[src/hw/pcs_pkg.sv]
package pcs_pkg;
  localparam int MULT_W = 7;
  localparam int DATA_W = 32;
  localparam int ADDR_W = 8;
  localparam int STRAP_W = 2;
  localparam int SDR_W = 3;
  localparam int PD_W = 2;
  localparam int REF_CNT_W = 13;

  // register byte addresses
  localparam logic [7:0] ADDR_POWER_MGMT_CONTROL = 8'h00;
  localparam logic [7:0] ADDR_STATUS = 8'h04;

  // power_mgmt_control fields
  localparam int PM_MULT_LSB = 0;
  localparam int PM_PD_LSB = 7;
  localparam int PM_HALVE_BIT = 9;
  localparam int PM_SDR_LSB = 10;

  // status fields
  localparam int ST_HOLD_BIT = 0;
  localparam int ST_EXT_BIT = 1;
  localparam int ST_STRAP_LSB = 2;
  localparam int ST_CNT_LSB = 4;

  // reset values and ratio constants
  localparam logic [6:0] MULT_RST = 7'h10;
  localparam logic [1:0] PD_CODE_2 = 2'h0;
  localparam logic [2:0] SDR_RST = 3'h2;
  localparam logic [2:0] SDR_ONE = 3'h1;
  localparam logic [2:0] SDR_TWO = 3'h2;
  localparam logic [4:0] PD_BASE = 5'h02;

  // multiplier loaded from each strap setting
  localparam logic [6:0] STRAP_MULT0 = 7'h08;
  localparam logic [6:0] STRAP_MULT1 = 7'h10;
  localparam logic [6:0] STRAP_MULT2 = 7'h20;
  localparam logic [6:0] STRAP_MULT3 = 7'h10;
  localparam logic [1:0] STRAP_SEL0 = 2'h0;
  localparam logic [1:0] STRAP_SEL1 = 2'h1;
  localparam logic [1:0] STRAP_SEL2 = 2'h2;

  // core reset hold: reference edges, then core cycles
  localparam logic [12:0] REF_HOLD_CYCLES = 13'h1000;
  localparam logic [1:0] CORE_HOLD_CYCLES = 2'h2;
  localparam logic [1:0] CORE_CNT_ONE = 2'h1;

  typedef enum logic [1:0] {PCS_S_EXT, PCS_S_REF, PCS_S_CORE, PCS_S_RUN} pcs_state_t;
endpackage

[src/hw/pcs_pin_sync.sv]
`timescale 1ns/1ps
`default_nettype none
module pcs_pin_sync #(
  parameter int W = 1,
  parameter logic [W-1:0] INIT = '0
) (
  input wire logic mclk,
  input wire logic rst,
  input wire logic [W-1:0] pinIn,
  output logic [W-1:0] pinOut
);
  logic [W-1:0] stage1_reg;
  logic [W-1:0] stage2_reg;
  logic [W-1:0] stage3_reg;
  logic [W-1:0] pinOut_reg;
  logic [W-1:0] agree;

  // a bit counts only once stages two and three agree
  assign agree = ~(stage2_reg ^ stage3_reg);

  always_ff @(posedge mclk) begin
    if (rst) begin
      stage1_reg <= INIT;
      stage2_reg <= INIT;
      stage3_reg <= INIT;
      pinOut_reg <= INIT;
    end else begin
      stage1_reg <= pinIn;
      stage2_reg <= stage1_reg;
      stage3_reg <= stage2_reg;
      pinOut_reg <= (agree & stage3_reg) | (~agree & pinOut_reg);
    end
  end

  assign pinOut = pinOut_reg;
endmodule
`default_nettype wire

[src/hw/pll_clock_reset_sequencer.sv]
// The implementer's own choices: the register addresses and the plain strobed port.
`timescale 1ns/1ps
`default_nettype none
module pll_clock_reset_sequencer (
  input wire logic mclk,
  input wire logic rst,
  input wire logic resetPinN,
  input wire logic referenceClockIn,
  input wire logic [pcs_pkg::STRAP_W-1:0] ratioSelectStraps,
  input wire logic [pcs_pkg::ADDR_W-1:0] regAddr,
  input wire logic [pcs_pkg::DATA_W-1:0] regWdata,
  input wire logic regWrite,
  input wire logic regRead,
  output logic [pcs_pkg::DATA_W-1:0] regRdata,
  output logic coreResetHold,
  output logic periphTick,
  output logic sdramTick,
  output logic [pcs_pkg::MULT_W:0] vcoMultiplier,
  output logic [5:0] coreDivisor
);
  // mclk is the core clock itself; ratios are exported for the loop
  logic extResetN;
  logic refSync;
  logic [pcs_pkg::STRAP_W-1:0] strapSync;
  logic extActive;
  logic refPrev_reg;
  logic refRise;

  // pin sampling may add one reference cycle to the hold
  pcs_pin_sync #(.W(1), .INIT(1'b0)) uResetSync (
    .mclk(mclk),
    .rst(rst),
    .pinIn(resetPinN),
    .pinOut(extResetN)
  );

  pcs_pin_sync #(.W(1), .INIT(1'b0)) uRefSync (
    .mclk(mclk),
    .rst(rst),
    .pinIn(referenceClockIn),
    .pinOut(refSync)
  );

  // straps only matter while the pin holds reset
  pcs_pin_sync #(.W(pcs_pkg::STRAP_W), .INIT('0)) uStrapSync (
    .mclk(mclk),
    .rst(rst),
    .pinIn(ratioSelectStraps),
    .pinOut(strapSync)
  );

  assign extActive = ~extResetN;
  assign refRise = refSync & ~refPrev_reg;

  // power_mgmt_control
  logic [pcs_pkg::MULT_W-1:0] loopMult_reg;
  logic [pcs_pkg::MULT_W-1:0] loopMult_next;
  logic [pcs_pkg::PD_W-1:0] postDivCode_reg;
  logic [pcs_pkg::PD_W-1:0] postDivCode_next;
  logic halve_reg;
  logic halve_next;
  logic [pcs_pkg::SDR_W-1:0] sdrRatio_reg;
  logic [pcs_pkg::SDR_W-1:0] sdrRatio_next;
  logic [pcs_pkg::MULT_W-1:0] strapMultiplier;
  logic pmWrite;

  assign strapMultiplier =
    (strapSync == pcs_pkg::STRAP_SEL0) ? pcs_pkg::STRAP_MULT0 :
    (strapSync == pcs_pkg::STRAP_SEL1) ? pcs_pkg::STRAP_MULT1 :
    (strapSync == pcs_pkg::STRAP_SEL2) ? pcs_pkg::STRAP_MULT2 : pcs_pkg::STRAP_MULT3;

  assign pmWrite = regWrite && (regAddr == pcs_pkg::ADDR_POWER_MGMT_CONTROL);
  // writes during external reset are dropped: reset owns the loop settings
  assign loopMult_next = extActive ? strapMultiplier :
    pmWrite ? regWdata[pcs_pkg::PM_MULT_LSB +: pcs_pkg::MULT_W] : loopMult_reg;
  assign postDivCode_next = extActive ? pcs_pkg::PD_CODE_2 :
    pmWrite ? regWdata[pcs_pkg::PM_PD_LSB +: pcs_pkg::PD_W] : postDivCode_reg;
  assign halve_next = (pmWrite && !extActive) ? regWdata[pcs_pkg::PM_HALVE_BIT] : halve_reg;
  assign sdrRatio_next = (pmWrite && !extActive) ?
    regWdata[pcs_pkg::PM_SDR_LSB +: pcs_pkg::SDR_W] : sdrRatio_reg;

  // sequencer
  pcs_pkg::pcs_state_t state_reg;
  pcs_pkg::pcs_state_t state_next;
  logic [pcs_pkg::REF_CNT_W-1:0] refCnt_reg;
  logic [pcs_pkg::REF_CNT_W-1:0] refCnt_next;
  logic [1:0] coreCnt_reg;
  logic [1:0] coreCnt_next;
  logic coreHold_reg;
  logic refDone;

  assign refDone = refRise && (refCnt_reg == pcs_pkg::REF_HOLD_CYCLES - 13'h0001);

  always_comb begin
    state_next = state_reg;
    refCnt_next = refCnt_reg;
    coreCnt_next = coreCnt_reg;
    case (state_reg)
      pcs_pkg::PCS_S_EXT: begin
        refCnt_next = '0;
        if (!extActive) begin
          state_next = pcs_pkg::PCS_S_REF;
        end
      end
      pcs_pkg::PCS_S_REF: begin
        if (refRise) begin
          refCnt_next = refCnt_reg + 13'h0001;
        end
        coreCnt_next = '0;
        if (refDone) begin
          state_next = pcs_pkg::PCS_S_CORE;
        end
      end
      pcs_pkg::PCS_S_CORE: begin
        coreCnt_next = coreCnt_reg + 2'h1;
        if (coreCnt_reg == pcs_pkg::CORE_HOLD_CYCLES - pcs_pkg::CORE_CNT_ONE) begin
          state_next = pcs_pkg::PCS_S_RUN;
        end
      end
      default: begin
        state_next = pcs_pkg::PCS_S_RUN;
      end
    endcase
    // a reset mid-count must restart from zero, not resume
    if (extActive) begin
      state_next = pcs_pkg::PCS_S_EXT;
      refCnt_next = '0;
      coreCnt_next = '0;
    end
  end

  // derived clocks
  logic periphPhase_reg;
  logic periphTick_reg;
  logic [pcs_pkg::SDR_W-1:0] sdrCnt_reg;
  logic [pcs_pkg::SDR_W-1:0] sdrCnt_next;
  logic [pcs_pkg::SDR_W-1:0] sdrRatioEff;
  logic sdrWrap;
  logic sdramTick_reg;

  // a zero ratio is treated as one rather than stalling the sdram clock
  assign sdrRatioEff = (sdrRatio_reg == '0) ? pcs_pkg::SDR_ONE : sdrRatio_reg;
  assign sdrWrap = (sdrCnt_reg >= sdrRatioEff - pcs_pkg::SDR_ONE);
  assign sdrCnt_next = (coreHold_reg || sdrWrap) ? '0 : sdrCnt_reg + pcs_pkg::SDR_ONE;

  // loop ratio outputs
  logic [pcs_pkg::MULT_W:0] vco_reg;
  logic [5:0] coreDiv_reg;
  logic [4:0] postDivVal;

  assign postDivVal = pcs_pkg::PD_BASE << postDivCode_reg;

  // register read
  logic [pcs_pkg::DATA_W-1:0] pmValue;
  logic [pcs_pkg::DATA_W-1:0] stValue;
  logic [pcs_pkg::DATA_W-1:0] readMux;
  logic [pcs_pkg::DATA_W-1:0] rdata_reg;

  assign pmValue = {19'h0, sdrRatio_reg, halve_reg, postDivCode_reg, loopMult_reg};
  assign stValue = {15'h0, refCnt_reg, strapSync, extActive, coreHold_reg};
  assign readMux = (regAddr == pcs_pkg::ADDR_POWER_MGMT_CONTROL) ? pmValue :
                   (regAddr == pcs_pkg::ADDR_STATUS) ? stValue : '0;

  always_ff @(posedge mclk) begin
    if (rst) begin
      refPrev_reg <= 1'b0;
      loopMult_reg <= pcs_pkg::MULT_RST;
      postDivCode_reg <= pcs_pkg::PD_CODE_2;
      halve_reg <= 1'b0;
      sdrRatio_reg <= pcs_pkg::SDR_RST;
      state_reg <= pcs_pkg::PCS_S_EXT;
      refCnt_reg <= '0;
      coreCnt_reg <= '0;
      coreHold_reg <= 1'b1;
      rdata_reg <= '0;
    end else begin
      refPrev_reg <= refSync;
      loopMult_reg <= loopMult_next;
      postDivCode_reg <= postDivCode_next;
      halve_reg <= halve_next;
      sdrRatio_reg <= sdrRatio_next;
      state_reg <= state_next;
      refCnt_reg <= refCnt_next;
      coreCnt_reg <= coreCnt_next;
      coreHold_reg <= (state_next != pcs_pkg::PCS_S_RUN);
      rdata_reg <= regRead ? readMux : '0;
    end
  end

  always_ff @(posedge mclk) begin
    if (rst) begin
      periphPhase_reg <= 1'b0;
      periphTick_reg <= 1'b0;
      sdrCnt_reg <= '0;
      sdramTick_reg <= 1'b0;
      vco_reg <= '0;
      coreDiv_reg <= '0;
    end else begin
      periphPhase_reg <= coreHold_reg ? 1'b0 : ~periphPhase_reg;
      periphTick_reg <= !coreHold_reg && periphPhase_reg;
      sdrCnt_reg <= sdrCnt_next;
      sdramTick_reg <= !coreHold_reg && sdrWrap;
      vco_reg <= {loopMult_reg, 1'b0};
      coreDiv_reg <= halve_reg ? {postDivVal, 1'b0} : {1'b0, postDivVal};
    end
  end

  assign regRdata = rdata_reg;
  assign coreResetHold = coreHold_reg;
  assign periphTick = periphTick_reg;
  assign sdramTick = sdramTick_reg;
  assign vcoMultiplier = vco_reg;
  assign coreDivisor = coreDiv_reg;

  chk_postdiv_reset: assert property (@(posedge mclk) disable iff (rst)
    extActive |=> (postDivCode_reg == pcs_pkg::PD_CODE_2))
    else $error("post divider not forced during reset");

  chk_mult_strap: assert property (@(posedge mclk) disable iff (rst)
    extActive |=> loopMult_reg == $past(strapMultiplier))
    else $error("multiplier not loaded from straps");

  chk_vco_ratio: assert property (@(posedge mclk) disable iff (rst)
    $stable(loopMult_reg) |=> vcoMultiplier == {$past(loopMult_reg), 1'b0})
    else $error("oscillator ratio is not twice the multiplier");

  chk_input_halve: assert property (@(posedge mclk) disable iff (rst)
    (halve_reg && postDivCode_reg == pcs_pkg::PD_CODE_2) |=> coreDivisor == 6'h04)
    else $error("input halving not reflected in core divisor");

  chk_periph_period: assert property (@(posedge mclk) disable iff (rst)
    (periphTick && !coreHold_reg && !extActive) |=> !periphTick ##1 (periphTick || coreHold_reg))
    else $error("peripheral tick not every two core cycles");

  chk_sdram_period: assert property (@(posedge mclk) disable iff (rst)
    (sdramTick && !coreHold_reg && !extActive && sdrRatio_reg == pcs_pkg::SDR_TWO && !regWrite)
    |=> !sdramTick ##1 (sdramTick || coreHold_reg || $past(regWrite)))
    else $error("sdram tick not at programmed ratio");

  chk_core_two_cycles: assert property (@(posedge mclk) disable iff (rst || extActive)
    (state_reg == pcs_pkg::PCS_S_REF && refDone) |=> coreHold_reg ##1 coreHold_reg ##1 !coreHold_reg)
    else $error("core reset not released two core cycles after count");

  chk_ref_count: assert property (@(posedge mclk) disable iff (rst)
    $fell(coreHold_reg) |-> refCnt_reg == pcs_pkg::REF_HOLD_CYCLES)
    else $error("core reset released before full reference count");

  chk_hold_in_reset: assert property (@(posedge mclk) disable iff (rst)
    extActive |=> coreHold_reg && refCnt_reg == '0)
    else $error("core reset not held while reset pin asserted");
endmodule
`default_nettype wire

[config.mk]
export PLATFORM = sky130hd
export DESIGN_NAME = pll_clock_reset_sequencer
export DESIGN_NICKNAME = d
export VERILOG_FILES = /design/src/hw/pcs_pkg.sv /design/src/hw/pcs_pin_sync.sv /design/src/hw/pll_clock_reset_sequencer.sv
export SDC_FILE = /design/constraint.sdc
export NUM_CORES = 1
export LEC_CHECK = 0
export ABC_CLOCK_PERIOD_IN_PS = 3700
export CELL_PAD_IN_SITES_DETAIL_PLACEMENT = 0
export CELL_PAD_IN_SITES_GLOBAL_PLACEMENT = 2
export CORE_MARGIN = 5
export CORE_UTILIZATION = 40
export DETAILED_ROUTE_END_ITERATION = 7
export DONT_BUFFER_PORTS = 1
export GPL_ROUTABILITY_DRIVEN = 0
export GPL_TIMING_DRIVEN = 0
export PLACE_DENSITY_LB_ADDON = 0.15
export SYNTH_ARGS = -nofsm -noshare
export SYNTH_HDL_FRONTEND = slang
export SYNTH_SLANG_ARGS = --single-unit
[constraint.sdc]
create_clock -name mclk -period 3.7 [get_ports mclk]
set_clock_uncertainty 0.05 [all_clocks]
set_input_delay 0.185 -clock mclk [delete_from_list [all_inputs] [get_ports mclk]]
set_output_delay 0.185 -clock mclk [all_outputs]
set_load 0.01 [all_outputs]
==> summary.md, run 1 <==
| Metric | Value |
|---|---|
| Cell count after synthesis | `318` |
| Setup violators final | `0` |
| Signal arrival time at the worst endpoint | `2.25 ns` |
| Period Utilization, post-route | `55.6%` |
| Lkg Pwr | `1.54 nW` |
| Max FO, Critical Path | `9` |
| Number of antenna violations at the first check in global routing | `0` |
| Unrepaired setup endpoints after global routing | `no` |
| Critical path capture point type | `flop` |
| Leading cell type by number of instances after synthesis | `sky130_fd_sc_hd__dfxtp_1` |
| Maximum number of pins on one net before global-route repair | `15` |
| First-pass GRT wire length | `10.9 mm` |
| Top cells by area in the synthesized netlist | `sky130_fd_sc_hd__dfxtp_1 52%, sky130_fd_sc_hd__ha_1 4.3%, sky130_fd_sc_hd__nor2b_1 4.3%` |
| Tot Pwr | `0.00169 W` |
| Worst setup slack for register-to-register paths | `1.64 ns` |
| # diodes | `0` |
| Number of I/O port buffers | `0` |
| Number of buffers on the longest clock path | `2` |
| Final std cell area, no fill | `3770 sq um` |
| Routed via count divided by cell count | `4.80` |
| Final Hold Viols | `0` |
| Worst min-delay path class | `in2reg` |
| TritonCTS clock tree | `yes` |
| Chip width | `99.5 um` |
| Highest clock frequency the design can meet | `0.486 GHz` |
| Post-synthesis sequential element count | `83` |
| Tightest Pin Transition | `0.549 ns` |
| Worst Hold Path Cells | `2` |
| Average cell area after synthesis | `10.1 sq um` |
| Leading post-synthesis cells by instance count | `83 x sky130_fd_sc_hd__dfxtp_1, 30 x sky130_fd_sc_hd__nor2_1, 22 x sky130_fd_sc_hd__nor2b_1` |
| DRC violations left | `0` |
| Worst-skew pair later-pin latency | `0.34 ns` |
| Half-perimeter wire length after detailed placement | `4.90 mm` |
| Number of H-tree levels | `3` |
| Proportion of netlist area held by the largest area contributor | `51.9%` |
| Buffer cell driving the clock tree root | `sky130_fd_sc_hd__clkbuf_8` |
| Routed wire length | `6.81 mm` |
| Post-detailed-placement cell area | `3390 sq um` |
| Crit path to | `refCnt_reg[9]` |
| Core area | `7770 sq um` |
| Total power divided by cell area | `449 nW/um^2` |
| Remaining antenna violation count after routing | `0` |
| Synthesized area | `3200 sq um` |
| Vias in the first global route | `2,224` |
| Area leader, netlist | `sky130_fd_sc_hd__dfxtp_1` |
| Die Outline Area | `9900 sq um` |
| Origin of the worst setup path | `state_reg[1]` |
| DR vias | `2,241` |
| IO Pins | `97` |
| Critical R2R Launch | `state_reg[1]` |
| Run status | `finished, final reports clean` |
| Number of synthesized flops with an enable pin | `0` |
| Number of inserted filler cells in the final layout | `768` |
| Clock edge transition at the registers on the reported setup and hold paths | `0.09 ns` |
| Overall track demand over capacity in global routing | `13.9%` |
| Post-route core utilization | `48.5%` |
| Number of clock sinks seen by CTS | `83` |
| Area Overhead vs Synth | `17.6%` |
| Number of flip-flops under the largest register name | `17` |
| Share of cells above drive strength 1 | `12.1%` |
| Data required, critical path | `3.89 ns` |
| Worst vdd rail ir drop | `0.000168 V` |
| WL per Instance | `14.6 um` |
| Detailed router's first-iteration violation count | `43` |
| Worst max-slew margin expressed relative to the limit | `62.5%` |
| Initial Util | `41.2%` |
| Type of the setup path with the least slack | `reg2reg` |
| Count of final max-slew check failures | `0` |
| Num CTS Buffers | `9` |
| Max-capacitance violation count | `0` |
| Pre-CTS setup slack | `1.65 ns` |
| Final Net Count | `419` |
| Setup repair bufs after CTS | `0` |
| Final Critical Period | `2.06 ns` |
| Sequential area share after synthesis | `51.9%` |
| Overflow left after global routing | `0` |
| Vertical die dimension | `99.5 um` |
| Endpoint of the lowest-slack register-to-register path | `refCnt_reg[9]` |
| First drt pass iteration count | `4` |
| Yosys cell types | `47` |
| # resized after CTS | `0` |
| Number of warnings printed during yosys synthesis | `0` |
| TNS Setup | `0 ns` |
| Post-route worst setup slack | `1.64 ns` |
| Cell count of the worst reg-to-reg path | `7` |
| Post-synthesis async set-or-reset flop share | `0%` |
| Critical path launch point type | `flop` |
| Cell row count | `32` |
| Main flop type after synthesis | `sky130_fd_sc_hd__dfxtp_1` |
| # hold bufs at CTS | `15` |
[per-layer routing]
layer | GRT usage, % | up-vias | wire [um]
met5 | 0 | - | 0
met4 | 6.72 | 0 | 136
met3 | 3.72 | 11 | 425
met2 | 21.4 | 66 | 2870
met1 | 17.9 | 1015 | 3380
li1 | - | 1149 | -
[through the flow]
stage / cells / hold slack [ns]
2_1_floorplan: 334 / 0.263
3_3_place_gp: 436 / 0.264
3_5_place_dp: 436 / 0.273
4_1_cts: 467 / 0.0138
5_1_grt: 467 / 0.0464
6_report: 467 / 0.0291
[layout by cell type (no fill, tap or decap), types with 6 or more instances in the layout]
| master | synthesis | routed |
|---|---|---|
| sky130_fd_sc_hd__a22o_1 | 13 | 13 |
| sky130_fd_sc_hd__dlygate4sd3_1 | 0 | 15 |
| sky130_fd_sc_hd__ha_1 | 11 | 11 |
| sky130_fd_sc_hd__and2_1 | 6 | 6 |
| sky130_fd_sc_hd__xnor2_1 | 6 | 6 |
| sky130_fd_sc_hd__nand2_1 | 12 | 12 |
| sky130_fd_sc_hd__a21oi_1 | 13 | 13 |
| sky130_fd_sc_hd__conb_1 | 1 | 17 |
| sky130_fd_sc_hd__clkbuf_1 | 9 | 10 |
| sky130_fd_sc_hd__nor2b_1 | 22 | 22 |
| sky130_fd_sc_hd__nor3_1 | 9 | 9 |
| sky130_fd_sc_hd__mux2i_1 | 11 | 11 |
| sky130_fd_sc_hd__clkbuf_8 | 0 | 10 |
| sky130_fd_sc_hd__dfxtp_1 | 83 | 83 |
| sky130_fd_sc_hd__buf_4 | 17 | 17 |
| sky130_fd_sc_hd__nor2_1 | 30 | 30 |
| sky130_fd_sc_hd__inv_1 | 10 | 10 |
[final cells by class]
type | instances | area (sq um) | share of cell area (%)
Inverter | 10 | 37.5 | 0.996
Clock inverter | 5 | 85.1 | 2.26
Buffer | 31 | 186 | 4.95
Timing Repair Buffer | 15 | 150 | 3.99
Clock buffer | 11 | 141 | 3.75
Sequential cell | 83 | 1660 | 44.1
Multi-Input combinational cell | 210 | 1380 | 36.6
Tap cell | 102 | 128 | 3.39
[worst min-delay path by stage]
stage / startpoint / end / slack (ns)
after CTS: regWdata[5] / loopMult_reg[5] / 0.01
after global placement: referenceClockIn / uRefSync.stage1_reg / 0.26
after global routing: regWdata[5] / loopMult_reg[5] / 0.05
after detailed placement: referenceClockIn / uRefSync.stage1_reg / 0.27
final: regWdata[3] / loopMult_reg[3] / 0.03
after floorplan: referenceClockIn / uRefSync.stage1_reg / 0.26
[power breakdown]
group          internal (W)  switching [W]  total [W]  leakage [nW]
logic             0.0000296      0.0000255  0.0000550         0.759
registers          0.000901     0.00000434   0.000905         0.672
clock network      0.000403       0.000330   0.000733         0.110
total               0.00133       0.000360    0.00169          1.54
[logic make-up (layout without fill, tap and decap cells)]
| kind of cell | count (synthesis) | after routing | share of synthesized area (%) |
|---|---|---|---|
| AOI/OAI and AO/OA | 47 | 47 | 10.5 |
| xor gates and xnor gates | 9 | 9 | 2.46 |
| adders and majority gates | 11 | 11 | 4.30 |
| buffers and inverters | 41 | 72 | 6.99 |
| DFF | 83 | 83 | 51.9 |
| muxes | 14 | 14 | 4.49 |
| other | 1 | 17 | 0.117 |
| and+or+nand+nor | 112 | 112 | 19.3 |
[worst max-delay path, cell delays in order (launching register included)]
cell and delay, ns:
sky130_fd_sc_hd__dfxtp_1 0.39, sky130_fd_sc_hd__inv_1 0.08, sky130_fd_sc_hd__ha_1 0.26, sky130_fd_sc_hd__nand2b_1 0.16, sky130_fd_sc_hd__clkbuf_1 0.22, sky130_fd_sc_hd__a2111oi_0 0.58
sky130_fd_sc_hd__xnor2_1 0.18, sky130_fd_sc_hd__nor2_1 0.05
(Power assumes the default switching activity.)
==> run 2: changes to the inputs <==
Settings changed: ABC_CLOCK_PERIOD_IN_PS 3700 to 2000, CORE_UTILIZATION 40 to 37.
Clock period 3.7 ns to 2 ns, I/O delays scaled along.
==> run 2 against run 1 <==
Effect of this change: design area rose by 1.0%; hold slack better by 0.14 ns; cell count is 1.9% higher; sequential share of layout area fell by 0.45 points; non-clock buffer count up 3; largest power group unchanged; highest routed layer unchanged.
==> summary.md, run 2 (synthesis gave the netlist of run 1 again) <==
| Metric | Value |
|---|---|
| Kind of cell adding the most delay to the critical path | `simple AND/OR/NAND/NOR gates (was compound AO/OA/AOI/OAI gates)` |
| Worst-skew pair later-pin latency | `0.35 ns (was 0.34 ns)` |
| Cell count of the worst reg-to-reg path | `5 (was 7)` |
| Delay of the slowest cell on the worst path | `0.43 ns (was 0.58 ns)` |
| Worst max-slew margin expressed relative to the limit | `58.8% (was 62.5%)` |
| Master of the slowest instance on the critical path | `sky130_fd_sc_hd__dfxtp_1 (was sky130_fd_sc_hd__a2111oi_0)` |
| Max FO, Critical Path | `6 (was 9)` |
| Most common cell after layout, fill and taps aside | `sky130_fd_sc_hd__dfxtp_1 (unchanged)` |
| WL per Instance | `14.6 um (about the same)` |
| Core area | `8590 sq um (was 7770 sq um)` |
| Cell row count | `34 (was 32)` |
| Final Hold Viols | `0 (unchanged)` |
| # diodes | `0 (unchanged)` |
| Unrepaired setup endpoints after global routing | `no (unchanged)` |
| DRC violations left | `0 (unchanged)` |
| Data required, critical path | `2.24 ns (was 3.89 ns)` |
| Net Sw Power | `0.000661 W (was 0.000360 W)` |
| Critical path launch point type | `flop (unchanged)` |
| Vias in the first global route | `2,167 (was 2,224)` |
| Final Critical Period | `1.88 ns (was 2.06 ns)` |
| Number of flip-flops under the largest register name | `17 (unchanged)` |
| Tot Pwr | `0.00303 W (was 0.00169 W)` |
| Half-perimeter wire length after detailed placement | `4.99 mm (was 4.90 mm)` |
| Number of clock sinks seen by CTS | `83 (unchanged)` |
| Period Utilization, post-route | `94.2% (was 55.6%)` |
| Routed via count divided by cell count | `4.72 (was 4.80)` |
| Total power divided by cell area | `797 nW/um^2 (was 449 nW/um^2)` |
| Number of H-tree levels | `3 (unchanged)` |
| Overflow left after global routing | `0 (unchanged)` |
| Chip width | `103 um (was 99.5 um)` |
| Clock group share of total power | `41.3% (was 43.3%)` |
| Origin of the worst setup path | `refCnt_reg[4] (was state_reg[1])` |
| Overall track demand over capacity in global routing | `13.9% (about the same)` |
| Maximum number of pins on one net before global-route repair | `15 (unchanged)` |
| Max-capacitance violation count | `0 (unchanged)` |
| Sequential fraction of design power | `55.2% (was 53.5%)` |
| Lkg Pwr | `1.55 nW (was 1.54 nW)` |
| First-pass GRT wire length | `11.1 mm (was 10.9 mm)` |
| CP cell instances | `nand4_1 -> or3_1 -> clkbuf_2 -> or4_1 -> nand2_1 (was inv_1 -> ha_1 -> nand2b_1 -> clkbuf_1 -> a2111oi_0 -> xnor2_1 -> nor2_1)` |
| Share of cells above drive strength 1 | `13.9% (was 12.1%)` |
| Area Overhead vs Synth | `18.8% (was 17.6%)` |
| Critical R2R Launch | `refCnt_reg[4] (was state_reg[1])` |
| Vertical die dimension | `103 um (was 99.5 um)` |
| IO Pins | `97 (unchanged)` |
| Path length in cells of the critical path | `5 (was 7)` |
| Highest clock frequency the design can meet | `0.531 GHz (was 0.486 GHz)` |
| Sw Share | `21.8% (was 21.2%)` |
| Detailed router's first-iteration violation count | `69 (was 43)` |
| Remaining antenna violation count after routing | `0 (unchanged)` |
| Worst setup slack for register-to-register paths | `0.12 ns (was 1.64 ns)` |
| Final Net Count | `422 (was 419)` |
| Initial Util | `37.3% (was 41.2%)` |
| Run status | `finished, final reports clean (unchanged)` |
| Worst min-delay path class | `in2reg (unchanged)` |
| Commonest cells after routing, fill and taps aside | `83 x sky130_fd_sc_hd__dfxtp_1, 30 x sky130_fd_sc_hd__nor2_1, 22 x sky130_fd_sc_hd__nor2b_1 (unchanged)` |
| Clock edge transition at the registers on the reported setup and hold paths | `0.09 ns (about the same)` |
| Critical path capture point type | `flop (unchanged)` |
| Cell-internal power | `0.00237 W (was 0.00133 W)` |
| Layout Cells excl Fill | `476 (was 467)` |
| First drt pass iteration count | `4 (unchanged)` |
| Number of antenna violations at the first check in global routing | `0 (unchanged)` |
| Routed wire length | `6.96 mm (was 6.81 mm)` |
| TNS Setup | `0 ns (unchanged)` |
| DR vias | `2,249 (was 2,241)` |
| Num CTS Buffers | `9 (unchanged)` |
| Number of buffer and inverter instances along the worst setup path | `1 (was 2)` |
| Worst vdd rail ir drop | `0.000329 V (was 0.000168 V)` |
| Placed instance count | `442 (was 436)` |
| Setup violators final | `0 (unchanged)` |
| Comb pwr share | `3.5% (was 3.3%)` |
| Tightest Pin Transition | `0.618 ns (was 0.549 ns)` |
| Crit path to | `refCnt_reg[12] (was refCnt_reg[9])` |
| Type of the setup path with the least slack | `reg2reg (unchanged)` |
| Number of I/O port buffers | `0 (unchanged)` |
| TritonCTS clock tree | `yes (unchanged)` |
| Count of final max-slew check failures | `0 (unchanged)` |
| Endpoint of the lowest-slack register-to-register path | `refCnt_reg[12] (was refCnt_reg[9])` |
| Buffer cell driving the clock tree root | `sky130_fd_sc_hd__clkbuf_8 (unchanged)` |
| Number of buffers on the longest clock path | `2 (unchanged)` |
| Signal arrival time at the worst endpoint | `2.13 ns (was 2.25 ns)` |
| Die Outline Area | `10,600 sq um (was 9900 sq um)` |
## run 2: cell count changes in the layout (fill, tap and decap cells not counted), sizes merged
| cell | previous run | this run |
|---|---|---|
| dlygate4sd3 | 15 | 17 |
| bufinv | 2 | 1 |
| buf | 21 | 22 |
| clkinvlp | 1 | 2 |
## run 2: layer usage
layer	GRT usage, %	up-vias	part of all wire (%)
met5	0	-	0
met4	4.78	0	1.2
met3	4.06	7	5.6
met2	21.1	58	44
met1	18.9	1031	49
li1	-	1153	-
## run 2: cell type report
type	instances	area (sq um)
sequential	83	1660
timing repair buffer	18	178
fill	849	4790
buffer	31	188
clock buffer	11	151
inverter	10	37.5
multi-input combinational	210	1400
tap	108	135
clock inverter	5	58.8
## run 2: worst min-delay path by stage
stage | from | endpoint | slack [ns] | cells past startpoint
after global placement | resetPinN | uResetSync.stage1_reg | 0.18 | 1
after detailed placement | resetPinN | uResetSync.stage1_reg | 0.19 | 1
after global routing | regRead | regRdata[2] | 0.16 | 2
after CTS | regRead | regRdata[0] | 0.15 | 2
after floorplan | referenceClockIn | uRefSync.stage1_reg | 0.18 | 1
final | regRead | regRdata[2] | 0.17 | 2
## run 2: metrics by stage
step                hold slack [ns]  util (%)  instance area [sq um]  setup WS [ns]
finish                        0.169      44.3                   3810          0.117
global route                  0.160      44.3                   3810         0.0101
CTS                           0.155      44.0                   3780        0.00615
detailed placement            0.186      39.5                   3400        -0.0569
global placement              0.180      39.5                   3400        -0.0552
floorplan                     0.178         -                   3260          0.225
## run 2: repair_timing
item / in CTS / in global routing
gates cloned: 0 / 0
setup buffers: 0 / 1
hold buffers: 17 / 0
pin swaps: 0 / 1
gates resized for setup: 2 / 6
endpoints found under the setup margin: 2 / 17
endpoints found under the hold margin: 17 / 0
## run 2: power groups by stage
stage	clock (W)	combinational [W]	sequential [W]
2_1_floorplan	0	0.0000665	0.00171
6_report	0.00125	0.000105	0.00167
4_1_cts	0.00130	0.000105	0.00168
3_5_place_dp	0	0.0000772	0.00171
5_1_grt	0.00138	0.000117	0.00168
3_3_place_gp	0	0.0000768	0.00171
